===== config.mk =====
export PLATFORM = sky130hd
export DESIGN_NAME = aar_action
export DESIGN_NICKNAME = d
export VERILOG_FILES = /design/src/design/aar_action.v
export VERILOG_INCLUDE_DIRS = /design/src /design/src/design
export SDC_FILE = /design/constraint.sdc
export NUM_CORES = 1
export LEC_CHECK = 0
export BUFFER_PORTS_ARGS = -buffer_cell sky130_fd_sc_hd__buf_4
export CORE_MARGIN = 4
export CORE_UTILIZATION = 30
export CTS_BUF_LIST = sky130_fd_sc_hd__clkbuf_2
export DETAILED_ROUTE_END_ITERATION = 8
export SLEW_MARGIN = 20
export SYNTH_ARGS = -nofsm -noshare
export SYNTH_HDL_FRONTEND = slang
export SYNTH_SLANG_ARGS = --single-unit

===== constraint.sdc =====
create_clock -name i_clk -period 5.5 [get_ports i_clk]
set_input_delay 0.825 -clock i_clk [delete_from_list [all_inputs] [get_ports i_clk]]
set_output_delay 0.825 -clock i_clk [all_outputs]
set_load 0.01 [all_outputs]

===== src/design/aar_map.vh =====
// Purpose: Constants for the entry action and cascade bytes
// Assumes: Byte-wide indirect access through select, offset and data registers
// Notes: Included by the action block only
`ifndef AAR_MAP_VH
`define AAR_MAP_VH
`define AAR_SEL_TABLE_ACL 3'h2
`define AAR_DATA_ADDR 8'hA0
`define AAR_SEL_TBL_HI 7
`define AAR_SEL_TBL_LO 5
`define AAR_SEL_PORT_HI 3
`define AAR_SEL_PORT_LO 0
`define AAR_OFF_PAGE_HI 7
`define AAR_OFF_PAGE_LO 4
`define AAR_OFF_PAGE_ZERO 4'h0
`define AAR_OFF_IDX_HI 3
`define AAR_OFF_IDX_LO 0
`define AAR_PRIO_RST 3'h0
`define AAR_RP_RST 2'h0
`define AAR_FWD_RST 5'h00
`define AAR_BITMAP_RST 16'h0000
`define AAR_US_DIV_RST 5'h00
`define AAR_US_DIV_ONE 5'h01
`define AAR_MS_DIV_RST 10'h000
`define AAR_MS_DIV_ONE 10'h001
`define AAR_OFF_PRIORITY 4'hA
`define AAR_OFF_PORT_MAP 4'hB
`define AAR_OFF_CASCADE_BITMAP_HI 4'hC
`define AAR_OFF_CASCADE_BITMAP_LO 4'hD
`define AAR_PM_HI 7
`define AAR_PM_LO 6
`define AAR_P_HI 5
`define AAR_P_LO 3
`define AAR_RPE_BIT 2
`define AAR_RP_HI 1
`define AAR_RP_LO 0
`define AAR_MM_HI 6
`define AAR_MM_LO 5
`define AAR_FWD_HI 4
`define AAR_FWD_LO 0
`define AAR_UNIT_BIT 4
`define AAR_DIR_BIT 3
`define AAR_PORT_MAP_MASK 8'h7F
`define AAR_BYTE_RST 8'h00
`define AAR_MODE_NONE 2'h0
`define AAR_MODE_HIGHER 2'h1
`define AAR_MODE_LOWER 2'h2
`define AAR_MODE_REPLACE 2'h3
`define AAR_MD_COUNTER 2'h1
`define AAR_ENB_COUNTER 2'h0
`define AAR_CNT_ZERO 11'h000
`define AAR_CNT_ONE 11'h001
`define AAR_US_CYCLES 5'h13
`define AAR_MS_US 10'h3E7
`endif

===== src/design/aar_action.v =====
// Purpose: Action and cascade bytes of one access-list entry, with apply logic
// Assumes: 20 MHz clock; table select, offset and data strobes come from
//          the switch register bank on the same clock
// Notes: Counter use borrows the port map bits as a setup word, so the
//        priority, remark and map actions pass through while it is on.
//        Read data is registered and holds until the next read strobe.
//        The time base runs free, so the first down-count step may come
//        early by up to one unit; a user needing exact spans adds one.
//        Bit 4 is shared between the count limit and the unit choice.
`timescale 1ns/1ns
`default_nettype none
`include "aar_map.vh"

module aar_action #(
    parameter [3:0] PORT_NUM = 4'h1
) (
    input wire i_clk,
    input wire i_rstn,
    input wire [7:0] i_table_sel,
    input wire [7:0] i_byte_offset,
    input wire i_data_wr,
    input wire i_data_rd,
    input wire [7:0] i_data_wdata,
    output reg [7:0] o_data_rdata,
    input wire i_match,
    input wire [1:0] i_match_mode_setting,
    input wire [1:0] i_entry_enable_setting,
    input wire [2:0] i_qos_priority,
    input wire [4:0] i_lookup_map,
    output reg [2:0] o_frame_priority,
    output reg o_remark_enable,
    output reg [1:0] o_remark_value,
    output reg [4:0] o_forward_map,
    output reg o_result_valid,
    output reg [15:0] o_cascade_bitmap,
    output reg o_count_event
);

    // ************************************************************
    // Indirect register bytes
    // ************************************************************
    reg [7:0] prio_byte_reg;
    reg [7:0] map_byte_reg;
    reg [7:0] rs_hi_reg;
    reg [7:0] rs_lo_reg;
    wire sel_hit;
    wire [3:0] off;
    wire [2:0] sel_table;
    wire [3:0] sel_port;
    wire [3:0] off_page;

    // Select and offset fields pulled apart so each compare reads plainly
    assign sel_table = i_table_sel[`AAR_SEL_TBL_HI:`AAR_SEL_TBL_LO];
    assign sel_port = i_table_sel[`AAR_SEL_PORT_HI:`AAR_SEL_PORT_LO];
    assign off_page = i_byte_offset[`AAR_OFF_PAGE_HI:`AAR_OFF_PAGE_LO];

    // Only this port's list table is reachable; other pages alias nothing
    assign sel_hit = (sel_table == `AAR_SEL_TABLE_ACL)
        && (sel_port == PORT_NUM)
        && (off_page == `AAR_OFF_PAGE_ZERO);
    assign off = i_byte_offset[`AAR_OFF_IDX_HI:`AAR_OFF_IDX_LO];

    // Byte writes through the data register
    // Match-field bytes live elsewhere, so their offsets fall to default
    // Bit 7 of the map byte is dropped on the way in, not on the way out
    always @(posedge i_clk or negedge i_rstn)
    begin
        if (!i_rstn)
        begin
            prio_byte_reg <= `AAR_BYTE_RST;
            map_byte_reg <= `AAR_BYTE_RST;
            rs_hi_reg <= `AAR_BYTE_RST;
            rs_lo_reg <= `AAR_BYTE_RST;
        end
        else if (i_data_wr && sel_hit)
        begin
            case (off)
                `AAR_OFF_PRIORITY: prio_byte_reg <= i_data_wdata;
                `AAR_OFF_PORT_MAP: map_byte_reg <= i_data_wdata & `AAR_PORT_MAP_MASK;
                `AAR_OFF_CASCADE_BITMAP_HI: rs_hi_reg <= i_data_wdata;
                `AAR_OFF_CASCADE_BITMAP_LO: rs_lo_reg <= i_data_wdata;
                default: ;
            endcase
        end
    end

    // Read data registered; unmapped offsets read zero
    // Registering costs a cycle but keeps the output free of select glitches
    // The byte holds between reads, so slow software may sample late
    always @(posedge i_clk or negedge i_rstn)
    begin
        if (!i_rstn)
            o_data_rdata <= `AAR_BYTE_RST;
        else if (i_data_rd)
        begin
            if (!sel_hit)
                o_data_rdata <= `AAR_BYTE_RST;
            else
            begin
                case (off)
                    `AAR_OFF_PRIORITY: o_data_rdata <= prio_byte_reg;
                    `AAR_OFF_PORT_MAP: o_data_rdata <= map_byte_reg;
                    `AAR_OFF_CASCADE_BITMAP_HI: o_data_rdata <= rs_hi_reg;
                    `AAR_OFF_CASCADE_BITMAP_LO: o_data_rdata <= rs_lo_reg;
                    default: o_data_rdata <= `AAR_BYTE_RST;
                endcase
            end
        end
    end

    // ************************************************************
    // Field views
    // ************************************************************
    wire [1:0] priority_select_mode = prio_byte_reg[`AAR_PM_HI:`AAR_PM_LO];
    wire [2:0] entry_prio = prio_byte_reg[`AAR_P_HI:`AAR_P_LO];
    wire remark_enable = prio_byte_reg[`AAR_RPE_BIT];
    wire [1:0] remark_value = prio_byte_reg[`AAR_RP_HI:`AAR_RP_LO];
    wire [1:0] map_combine_mode = map_byte_reg[`AAR_MM_HI:`AAR_MM_LO];
    wire [4:0] entry_map = map_byte_reg[`AAR_FWD_HI:`AAR_FWD_LO];
    // Counter limit spans the whole priority byte and map bits 6:4
    // Bit 4 doubles as the unit choice, so odd limits imply milliseconds
    wire [10:0] cnt_limit = {prio_byte_reg, map_byte_reg[`AAR_MM_HI:`AAR_MM_LO],
        map_byte_reg[`AAR_FWD_HI]};
    // Cascade bitmap view, high byte first
    wire [15:0] cascade_bitmap = {rs_hi_reg, rs_lo_reg};
    // Counter use only for one exact pair of settings
    wire counter_use = (i_match_mode_setting == `AAR_MD_COUNTER)
        && (i_entry_enable_setting == `AAR_ENB_COUNTER);

    // Priority choice per mode
    // Equal values keep the classification result in modes 01 and 10,
    // since neither strictly greater nor strictly smaller holds
    function [2:0] aar_pick_prio;
        input [1:0] mode;
        input [2:0] ent;
        input [2:0] qos;
        begin
            case (mode)
                `AAR_MODE_NONE: aar_pick_prio = qos;
                `AAR_MODE_HIGHER: aar_pick_prio = (ent > qos) ? ent : qos;
                `AAR_MODE_LOWER: aar_pick_prio = (ent < qos) ? ent : qos;
                `AAR_MODE_REPLACE: aar_pick_prio = ent;
                default: aar_pick_prio = qos;
            endcase
        end
    endfunction

    // Forwarding map combine per mode
    // AND mode can give an empty map, which drops the frame downstream
    function [4:0] aar_pick_map;
        input [1:0] mode;
        input [4:0] ent;
        input [4:0] lut;
        begin
            case (mode)
                `AAR_MODE_NONE: aar_pick_map = lut;
                `AAR_MODE_HIGHER: aar_pick_map = ent | lut;
                `AAR_MODE_LOWER: aar_pick_map = ent & lut;
                `AAR_MODE_REPLACE: aar_pick_map = ent;
                default: aar_pick_map = lut;
            endcase
        end
    endfunction

    // One step up of the match counter, wrapping at the word width
    function [10:0] aar_step_up;
        input [10:0] val;
        begin
            aar_step_up = val + `AAR_CNT_ONE;
        end
    endfunction

    // One step down of the match counter
    function [10:0] aar_step_down;
        input [10:0] val;
        begin
            aar_step_down = val - `AAR_CNT_ONE;
        end
    endfunction

    // ************************************************************
    // Match result, one cycle after the match strobe; cascade bitmap registered every cycle
    // ************************************************************
    // In counter use the map bits are a setup word, so forwarding is left alone
    always @(posedge i_clk or negedge i_rstn)
    begin
        if (!i_rstn)
        begin
            o_frame_priority <= `AAR_PRIO_RST;
            o_remark_enable <= 1'b0;
            o_remark_value <= `AAR_RP_RST;
            o_forward_map <= `AAR_FWD_RST;
            o_result_valid <= 1'b0;
            o_cascade_bitmap <= `AAR_BITMAP_RST;
        end
        else
        begin
            o_result_valid <= i_match;
            o_cascade_bitmap <= cascade_bitmap;
            if (i_match)
            begin
                if (counter_use)
                begin
                    o_frame_priority <= i_qos_priority;
                    o_remark_enable <= 1'b0;
                    o_remark_value <= `AAR_RP_RST;
                    o_forward_map <= i_lookup_map;
                end
                else
                begin
                    o_frame_priority <= aar_pick_prio(priority_select_mode, entry_prio,
                        i_qos_priority);
                    o_remark_enable <= remark_enable;
                    o_remark_value <= remark_enable ? remark_value : `AAR_RP_RST;
                    o_forward_map <= aar_pick_map(map_combine_mode, entry_map,
                        i_lookup_map);
                end
            end
        end
    end

    // ************************************************************
    // Match counter and time base
    // ************************************************************
    // The counter runs only while the match and enable settings ask for it;
    // leaving that pair clears it, so a later return starts from zero.
    // Up counting restarts after each limit reach, giving a periodic flag.
    // Down counting arms on the first match and flags once, then waits
    // for the next match to re-arm; matches while armed are ignored.
    // A limit of zero or one flags at the first unit step.
    reg [4:0] us_div_reg;
    reg [9:0] ms_div_reg;
    reg [10:0] cnt_reg;
    reg armed_reg;
    wire us_tick = (us_div_reg == `AAR_US_CYCLES);
    wire ms_tick = us_tick && (ms_div_reg == `AAR_MS_US);
    wire unit_tick = map_byte_reg[`AAR_UNIT_BIT] ? ms_tick : us_tick;
    wire count_up = map_byte_reg[`AAR_DIR_BIT];

    // Free time base: 20 cycles per microsecond, 1000 us per millisecond
    // One shared base keeps area low; the cost is up to one unit of jitter
    // on the first down-count step after arming
    always @(posedge i_clk or negedge i_rstn)
    begin
        if (!i_rstn)
        begin
            us_div_reg <= `AAR_US_DIV_RST;
            ms_div_reg <= `AAR_MS_DIV_RST;
        end
        else
        begin
            us_div_reg <= us_tick ? `AAR_US_DIV_RST : us_div_reg + `AAR_US_DIV_ONE;
            if (us_tick)
                ms_div_reg <= (ms_div_reg == `AAR_MS_US) ? `AAR_MS_DIV_RST
                    : ms_div_reg + `AAR_MS_DIV_ONE;
        end
    end

    // Down count starts at the first match; up count counts matches
    // The flag is a one-cycle pulse; downstream must catch it on the edge
    always @(posedge i_clk or negedge i_rstn)
    begin
        if (!i_rstn)
        begin
            cnt_reg <= `AAR_CNT_ZERO;
            armed_reg <= 1'b0;
            o_count_event <= 1'b0;
        end
        else
        begin
            o_count_event <= 1'b0;
            if (!counter_use)
            begin
                cnt_reg <= `AAR_CNT_ZERO;
                armed_reg <= 1'b0;
            end
            else if (count_up)
            begin
                armed_reg <= 1'b0;
                if (i_match)
                begin
                    if (aar_step_up(cnt_reg) >= cnt_limit)
                    begin
                        o_count_event <= 1'b1;
                        cnt_reg <= `AAR_CNT_ZERO;
                    end
                    else
                        cnt_reg <= aar_step_up(cnt_reg);
                end
            end
            else if (!armed_reg)
            begin
                if (i_match)
                begin
                    cnt_reg <= cnt_limit;
                    armed_reg <= 1'b1;
                end
            end
            else if (unit_tick)
            begin
                if (cnt_reg <= `AAR_CNT_ONE)
                begin
                    o_count_event <= 1'b1;
                    armed_reg <= 1'b0;
                    cnt_reg <= `AAR_CNT_ZERO;
                end
                else
                    cnt_reg <= aar_step_down(cnt_reg);
            end
        end
    end

endmodule // aar_action

`default_nettype wire


* After elaboration in Yosys (flattened, before gate mapping)
Cells that the tools add are included.
** Operators by class
- Add/subtract/negate cells :: 4
- $lt $le $gt $ge :: 4
- Equal/unequal tests :: 18
- Mux-type cells :: 35
- Bitwise operators :: 2
- Reductions and logical operators :: 14
** Operators with widths (count)
- 11-bit 2-to-1 mux :: 8
- 8-bit case mux with 4 select lines :: 1
- 5-bit case mux with 4 select lines :: 1
- 4-bit == test, second input constant :: 4
- 1-bit 2-to-1 mux :: 15
- 3-bit case mux with 4 select lines :: 1
- 11-bit by 1-bit adder with 11-bit output, second input constant :: 1
- 11-bit >= comparator :: 1
- 11-bit by 1-bit <= comparator with 1-bit output, second input constant :: 1
- 11-bit by 1-bit subtractor with 11-bit output, second input constant :: 1
- 10-bit by 1-bit adder with 10-bit output, second input constant :: 1
- 10-bit == test, second input constant :: 1
- 10-bit 2-to-1 mux :: 1
- 5-bit 2-to-1 mux :: 2
- 3-bit 2-to-1 mux :: 3
- 2-bit == test, second input constant :: 4
- 8-bit 2-to-1 mux :: 1
- 2-bit AND reduction :: 4
- 2-bit by 1-bit == test with 1-bit output, second input constant :: 3
- 2-bit zero test :: 3
- 5-bit by 1-bit adder with 5-bit output, second input constant :: 1
- 5-bit AND :: 1
- 5-bit == test, second input constant :: 1
- 1-bit logical AND :: 5
- other kinds (11) :: 12
** Storage, ports and cells
- Register bits after elaboration :: 95
- Input bits :: 41
- Output and inout bits :: 37
- Logic and storage cells :: 93

* Longest topological paths before layout
- Depth in word-level cells :: 7
- Depth in mapped cells :: 10
- Mapped depth without buffers :: 10

* Least setup slack after synthesis
OpenSTA, ideal clock, no wires.
- Kind :: register to register
- From :: register cnt_reg[3]
- To :: register cnt_reg[4]
- Library setup time :: 0.067 ns
- Arrival :: 2.547 ns
- Data required time :: 5.433 ns
- Slack :: 2.886 ns
- Stages on the path, launching flop included :: 11
- Buffers on the path :: 1
- Period minus slack after synthesis :: 2.614 ns
- Cell sequence :: dfrtp_1 -> clkbuf_1 -> nand4_1 -> nor3_1 -> xor2_1 -> ha_1 -> a21oi_1 -> o21ai_0 -> a221oi_1 -> a21o_1 -> a32o_1
** On the way
- Cells in the longest elaborated chain, start to end :: 6
- Elaborated cells on any way between the ends :: 11
- Classes of those cells :: add/sub (2); order compare (2); mux (7)
** RTL lines
- from (decl) :: RTL line aar_action.v:233 : reg [10:0] cnt_reg;
- from (signal assigned) :: RTL line aar_action.v:265 : cnt_reg <= `AAR_CNT_ZERO;
- from (signal assigned) :: RTL line aar_action.v:274 : cnt_reg <= `AAR_CNT_ZERO;
- from (signal assigned) :: RTL line aar_action.v:285 : cnt_reg <= `AAR_CNT_ZERO;
- 11-bit by 1-bit adder with 11-bit output (no line) (tied with other cells)
- 11-bit >= comparator or 11-bit 2-to-1 mux (tied branches) :: RTL line aar_action.v:282, aar_action.v:301
- 11-bit 2-to-1 mux (on tied branches) :: RTL line aar_action.v:282, aar_action.v:299
- 11-bit 2-to-1 mux (on tied branches) :: RTL line aar_action.v:280, aar_action.v:291
- 11-bit 2-to-1 mux (*) :: RTL line aar_action.v:277 : else if (count_up)
- 11-bit 2-to-1 mux (*) :: RTL line aar_action.v:272 : if (!counter_use)
Mark *: on every way between the ends. The rest lies on a longest branch, timed or not. The select of a mux whose other input is x is not followed.
A chain may end at the register's enable or synchronous reset.

* Final worst setup path
- From :: register cnt_reg[0]
- To :: register cnt_reg[2]
The elaborated chain is that of the path after synthesis.

==> run_summary.xml <==
<?xml version="1.0" encoding="UTF-8"?>
<metrics>
  <group name="sta">
    <metric name="tightest_slew" unit="ns">1.14</metric>
    <metric name="normalized_max_slew_margin" unit="%">23.9</metric>
    <metric name="post-route-min-period" unit="ns">3.52</metric>
    <metric name="max_clock_freq" unit="MHz">284</metric>
    <metric name="min_period_over_period" unit="%">64.1</metric>
    <metric name="report.final.hold_viol_count" unit="">0</metric>
    <metric name="timing_max_transition_violations_final" unit="">0</metric>
    <metric name="layout_setup_ws" unit="ns">1.98</metric>
    <metric name="worst_clock_skew" unit="ns">0.0257</metric>
    <metric name="fin_hold_ws" unit="ns">0.108</metric>
    <metric name="final-setup-viol-count" unit="">0</metric>
    <metric name="rsz_0062_raised_after_global_routing" unit="">false</metric>
    <metric name="tns" unit="ns">0</metric>
  </group>
  <group name="clock_network">
    <metric name="clock_tree.htree_level_count" unit="">3</metric>
    <metric name="cts_repair_resize_count" unit="">0</metric>
    <metric name="clock_latency" unit="ns">0.62</metric>
    <metric name="cts_made_buffers" unit="">9</metric>
    <metric name="cts_setup_buffers" unit="">0</metric>
    <metric name="cts-hold-fix-buffers" unit="">0</metric>
    <metric name="cts.sinks" unit="">95</metric>
    <metric name="clockBufferDepth" unit="">2</metric>
    <metric name="clkTransAtPathRegs" unit="ns">0.29</metric>
    <metric name="cts_tree" unit="">built</metric>
    <metric name="clk_root_buffer_cell" unit="">sky130_fd_sc_hd__clkbuf_2</metric>
  </group>
  <group name="cells_and_area">
    <metric name="layout-area-overhead-vs-synth" unit="%">17.1</metric>
    <metric name="final.fill_count" unit="">1700</metric>
    <metric name="area.sequential" unit="um^2">2380</metric>
    <metric name="number_of_flip_flops_in_the_largest_register" unit="">16</metric>
    <metric name="multiInputGateArea" unit="um^2">2480</metric>
    <metric name="post_route_cells_drive_above_1_share" unit="%">24.0</metric>
    <metric name="nets" unit="">614</metric>
  </group>
  <group name="synthesis">
    <metric name="seq_area_frac_synth" unit="%">47.0</metric>
    <metric name="synth-main-ff-cell" unit="">sky130_fd_sc_hd__dfrtp_1</metric>
    <metric name="synth-async-reset-ratio" unit="%">100</metric>
    <metric name="syn_area" unit="um^2">5060</metric>
    <metric name="synthesis.instances" unit="">489</metric>
    <metric name="yosys_warnings" unit="">0</metric>
    <metric name="synth_cell_type_count" unit="">71</metric>
    <metric name="flip_flop_and_latch_count_after_synthesis" unit="">95</metric>
    <metric name="synthDominantCellAreaShare" unit="%">47.0</metric>
    <metric name="synth.top_cells.by_area" unit="">sky130_fd_sc_hd__dfrtp_1 47%, sky130_fd_sc_hd__mux2_2 5.3%, sky130_fd_sc_hd__ha_1 4.7%</metric>
    <metric name="netlist.top_cell.by_area" unit="">sky130_fd_sc_hd__dfrtp_1</metric>
    <metric name="syn_avg_cell_area" unit="um^2">10.3</metric>
    <metric name="synth-edff-count" unit="">0</metric>
    <metric name="synth.net_count" unit="">549</metric>
  </group>
  <group name="worst_setup_path">
    <metric name="r2r_setup_slack" unit="ns">1.98</metric>
    <metric name="worst_setup_path_end_kind" unit="">flip-flop</metric>
    <metric name="arrival" unit="ns">4.06</metric>
    <metric name="kind_of_start_point_of_the_critical_path" unit="">flip-flop</metric>
    <metric name="r2r.worst_path.cells" unit="">10</metric>
    <metric name="crit_reg_reg_startpoint" unit="">cnt_reg[0]$_DFFE_PN0P_</metric>
    <metric name="r2r_path_end" unit="">cnt_reg[2]$_DFFE_PN0P_</metric>
    <metric name="crit_path_max_fanout" unit="">12</metric>
    <metric name="data_required_critical_path" unit="ns">6.04</metric>
    <metric name="path_class" unit="">flip-flop to flip-flop</metric>
  </group>
  <group name="routing">
    <metric name="antenna_left" unit="">0</metric>
    <metric name="drt_iter0_drc" unit="">191</metric>
    <metric name="vias" unit="">4035</metric>
    <metric name="wl_per_cell" unit="um">16.9</metric>
    <metric name="detail_route.drc_violations" unit="">0</metric>
    <metric name="totalWireLength" unit="um">13100</metric>
    <metric name="detail_route.first_pass.iterations" unit="">5</metric>
    <metric name="routed_via_density" unit="">5.17</metric>
  </group>
  <group name="hold_path">
    <metric name="timing.hold.worst.class" unit="">input pin to asynchronous set/reset pin</metric>
  </group>
  <group name="die">
    <metric name="core_region_area" unit="um^2">16600</metric>
    <metric name="chipWidth" unit="um">138</metric>
    <metric name="die_area" unit="um^2">19000</metric>
    <metric name="placement_rows" unit="">47</metric>
    <metric name="floorplan.die.height" unit="um">138</metric>
    <metric name="floorplan.io_pins" unit="">78</metric>
    <metric name="floorplan.initialDensity" unit="%">30.5</metric>
  </group>
  <group name="global_route">
    <metric name="grt_pass1_vias" unit="">4087</metric>
    <metric name="gr-usage-all-layers" unit="%">14.2</metric>
    <metric name="grt_antenna_before_repair" unit="">1</metric>
    <metric name="global_route.overflow_total" unit="">0</metric>
    <metric name="grt_start_max_net_pins" unit="">61</metric>
    <metric name="grt_first_pass_wirelength" unit="um">21100</metric>
  </group>
  <group name="pwr">
    <metric name="static-leakage-power" unit="uW">0.00282</metric>
    <metric name="peakVddDrop" unit="V">0.0000825</metric>
    <metric name="power_density_over_the_cells" unit="nW/um^2">197</metric>
  </group>
  <group name="place">
    <metric name="gp_congestion" unit="">0.898</metric>
    <metric name="sum_of_net_half_perimeters_after_detailed_placement" unit="um">9840</metric>
    <metric name="io_buffer_count" unit="">76</metric>
    <metric name="place_worst_setup_slack" unit="ns">2.12</metric>
  </group>
  <group name="run_status">
    <metric name="run_status" unit="">finished, final reports clean</metric>
  </group>
  <group name="flow_run">
    <metric name="max_cap_viol_count" unit="">0</metric>
  </group>
</metrics>
## area by class of cell
cell class                 count  share of cell area [%]
clock buffer                   9                   0.760
antenna                        1                  0.0422
sequential                    95                    40.1
timing repair buffer          77                    9.75
inverter                      31                    1.96
tap                          220                    4.64
multi-input combinational    340                    41.8
clock inverter                 7                   0.950
## worst max path at each step
stage	slack, ns	depth (start not counted)	startpoint	endpoint
2_1_floorplan	2.89	10	cnt_reg[3]$_DFFE_PN0P_	cnt_reg[4]$_DFFE_PN0P_
3_3_place_gp	2.22	10	cnt_reg[0]$_DFFE_PN0P_	cnt_reg[10]$_DFFE_PN0P_
3_5_place_dp	2.12	10	cnt_reg[0]$_DFFE_PN0P_	cnt_reg[7]$_DFFE_PN0P_
4_1_cts	2.09	10	cnt_reg[0]$_DFFE_PN0P_	cnt_reg[10]$_DFFE_PN0P_
5_1_grt	1.80	10	cnt_reg[0]$_DFFE_PN0P_	cnt_reg[2]$_DFFE_PN0P_
6_report	1.98	10	cnt_reg[0]$_DFFE_PN0P_	cnt_reg[2]$_DFFE_PN0P_
## cell families (layout without fill, tap and decap cells)
family / count (synthesis) / in the layout / synth area share (%)
other: 0 / 1 / 0
xor gates and xnor gates: 22 / 22 / 3.81
adders and majority gates: 19 / 19 / 4.70
buffers and inverters: 54 / 124 / 4.10
AOI/OAI and AO/OA: 124 / 124 / 17.5
and+or+nand+nor: 143 / 143 / 15.8
muxes: 32 / 32 / 7.07
DFF: 95 / 95 / 47.0
## through the flow
| stage | std cells | total power [uW] | instance area (um^2) | util, % |
|---|---|---|---|---|
| 3_5_place_dp | 763 | 845 | 5820 | 35.1 |
| 2_1_floorplan | 489 | 779 | 5060 | - |
| 4_1_cts | 779 | 1180 | 5920 | 35.7 |
| 5_1_grt | 780 | 1220 | 5930 | 35.7 |
| 6_report | 780 | 1170 | 5930 | 35.7 |
| 3_3_place_gp | 763 | 842 | 5820 | 35.1 |
## cells in the final DEF, fill, tap and decap left out, types with 3 or more instances in the layout
cell / n
sky130_fd_sc_hd__o21ai_0: 25
sky130_fd_sc_hd__a32o_1: 5
sky130_fd_sc_hd__nor3b_1: 3
sky130_fd_sc_hd__dfrtp_1: 95
sky130_fd_sc_hd__nand2b_1: 4
sky130_fd_sc_hd__clkbuf_2: 9
sky130_fd_sc_hd__nor4_1: 3
sky130_fd_sc_hd__o221ai_1: 5
sky130_fd_sc_hd__nand2_1: 33
sky130_fd_sc_hd__nand4_1: 11
sky130_fd_sc_hd__xor2_1: 14
sky130_fd_sc_hd__ha_1: 19
sky130_fd_sc_hd__mux2_2: 24
sky130_fd_sc_hd__a221oi_1: 4
sky130_fd_sc_hd__a31oi_1: 3
sky130_fd_sc_hd__o21ai_1: 3
sky130_fd_sc_hd__a22o_1: 4
sky130_fd_sc_hd__o21a_1: 4
sky130_fd_sc_hd__a22oi_1: 9
sky130_fd_sc_hd__o22ai_1: 9
sky130_fd_sc_hd__o211ai_1: 3
sky130_fd_sc_hd__a21oi_1: 17
sky130_fd_sc_hd__nor3_1: 10
sky130_fd_sc_hd__o22a_1: 4
sky130_fd_sc_hd__nand3_1: 15
sky130_fd_sc_hd__a21o_1: 5
sky130_fd_sc_hd__buf_4: 77
sky130_fd_sc_hd__nand4b_1: 4
sky130_fd_sc_hd__nor2b_1: 6
sky130_fd_sc_hd__xnor2_1: 8
sky130_fd_sc_hd__mux2_1: 6
sky130_fd_sc_hd__nor2_1: 31
sky130_fd_sc_hd__inv_1: 31
## routing by layer
| layer | global-route usage [%] | wire length (um) | vias up |
|---|---|---|---|
| li1 | - | - | 1922 |
| met1 | 20.1 | 6110 | 1978 |
| met2 | 21.4 | 6010 | 118 |
| met3 | 2.61 | 811 | 17 |
| met4 | 5.65 | 210 | 0 |
| met5 | 0 | 0 | - |
## worst max-delay path: stages (launching register included)
cell                       delay (ns)
sky130_fd_sc_hd__dfrtp_1         0.63
sky130_fd_sc_hd__ha_1            0.35
sky130_fd_sc_hd__nand3_1         0.11
sky130_fd_sc_hd__nor3_1          0.21
sky130_fd_sc_hd__xor2_1          0.30
sky130_fd_sc_hd__ha_1            0.32
sky130_fd_sc_hd__nand4_1         0.13
sky130_fd_sc_hd__inv_1           0.07
sky130_fd_sc_hd__a221oi_1        0.95
sky130_fd_sc_hd__a21oi_1         0.16
sky130_fd_sc_hd__a211oi_1        0.21
## synth_stat cells (all sizes together), types with 3 or more instances
library cell	count
nor4	4
a22oi	9
mux2	30
ha	19
nand2	33
a21oi	17
o221ai	5
a22o	4
o21ai	29
nand2b	4
inv	31
a32o	5
dfrtp	95
o21a	5
nor2	33
nor2b	6
a21o	5
a221oi	4
o22a	4
nand4	11
o211ai	4
nor3b	4
nor3	12
xnor2	8
buf	3
a31oi	3
nand3	15
o22ai	9
nand4b	4
xor2	14
clkbuf	20
## power by group
part / internal (uW) / leakage, uW / switching, uW / total [uW]
clock network: 66.3 / 0.0000621 / 269 / 335
logic: 52.5 / 0.00152 / 63.5 / 116
registers: 709 / 0.00124 / 7.26 / 716
Note: power is estimated with default switching activity, not from simulation.
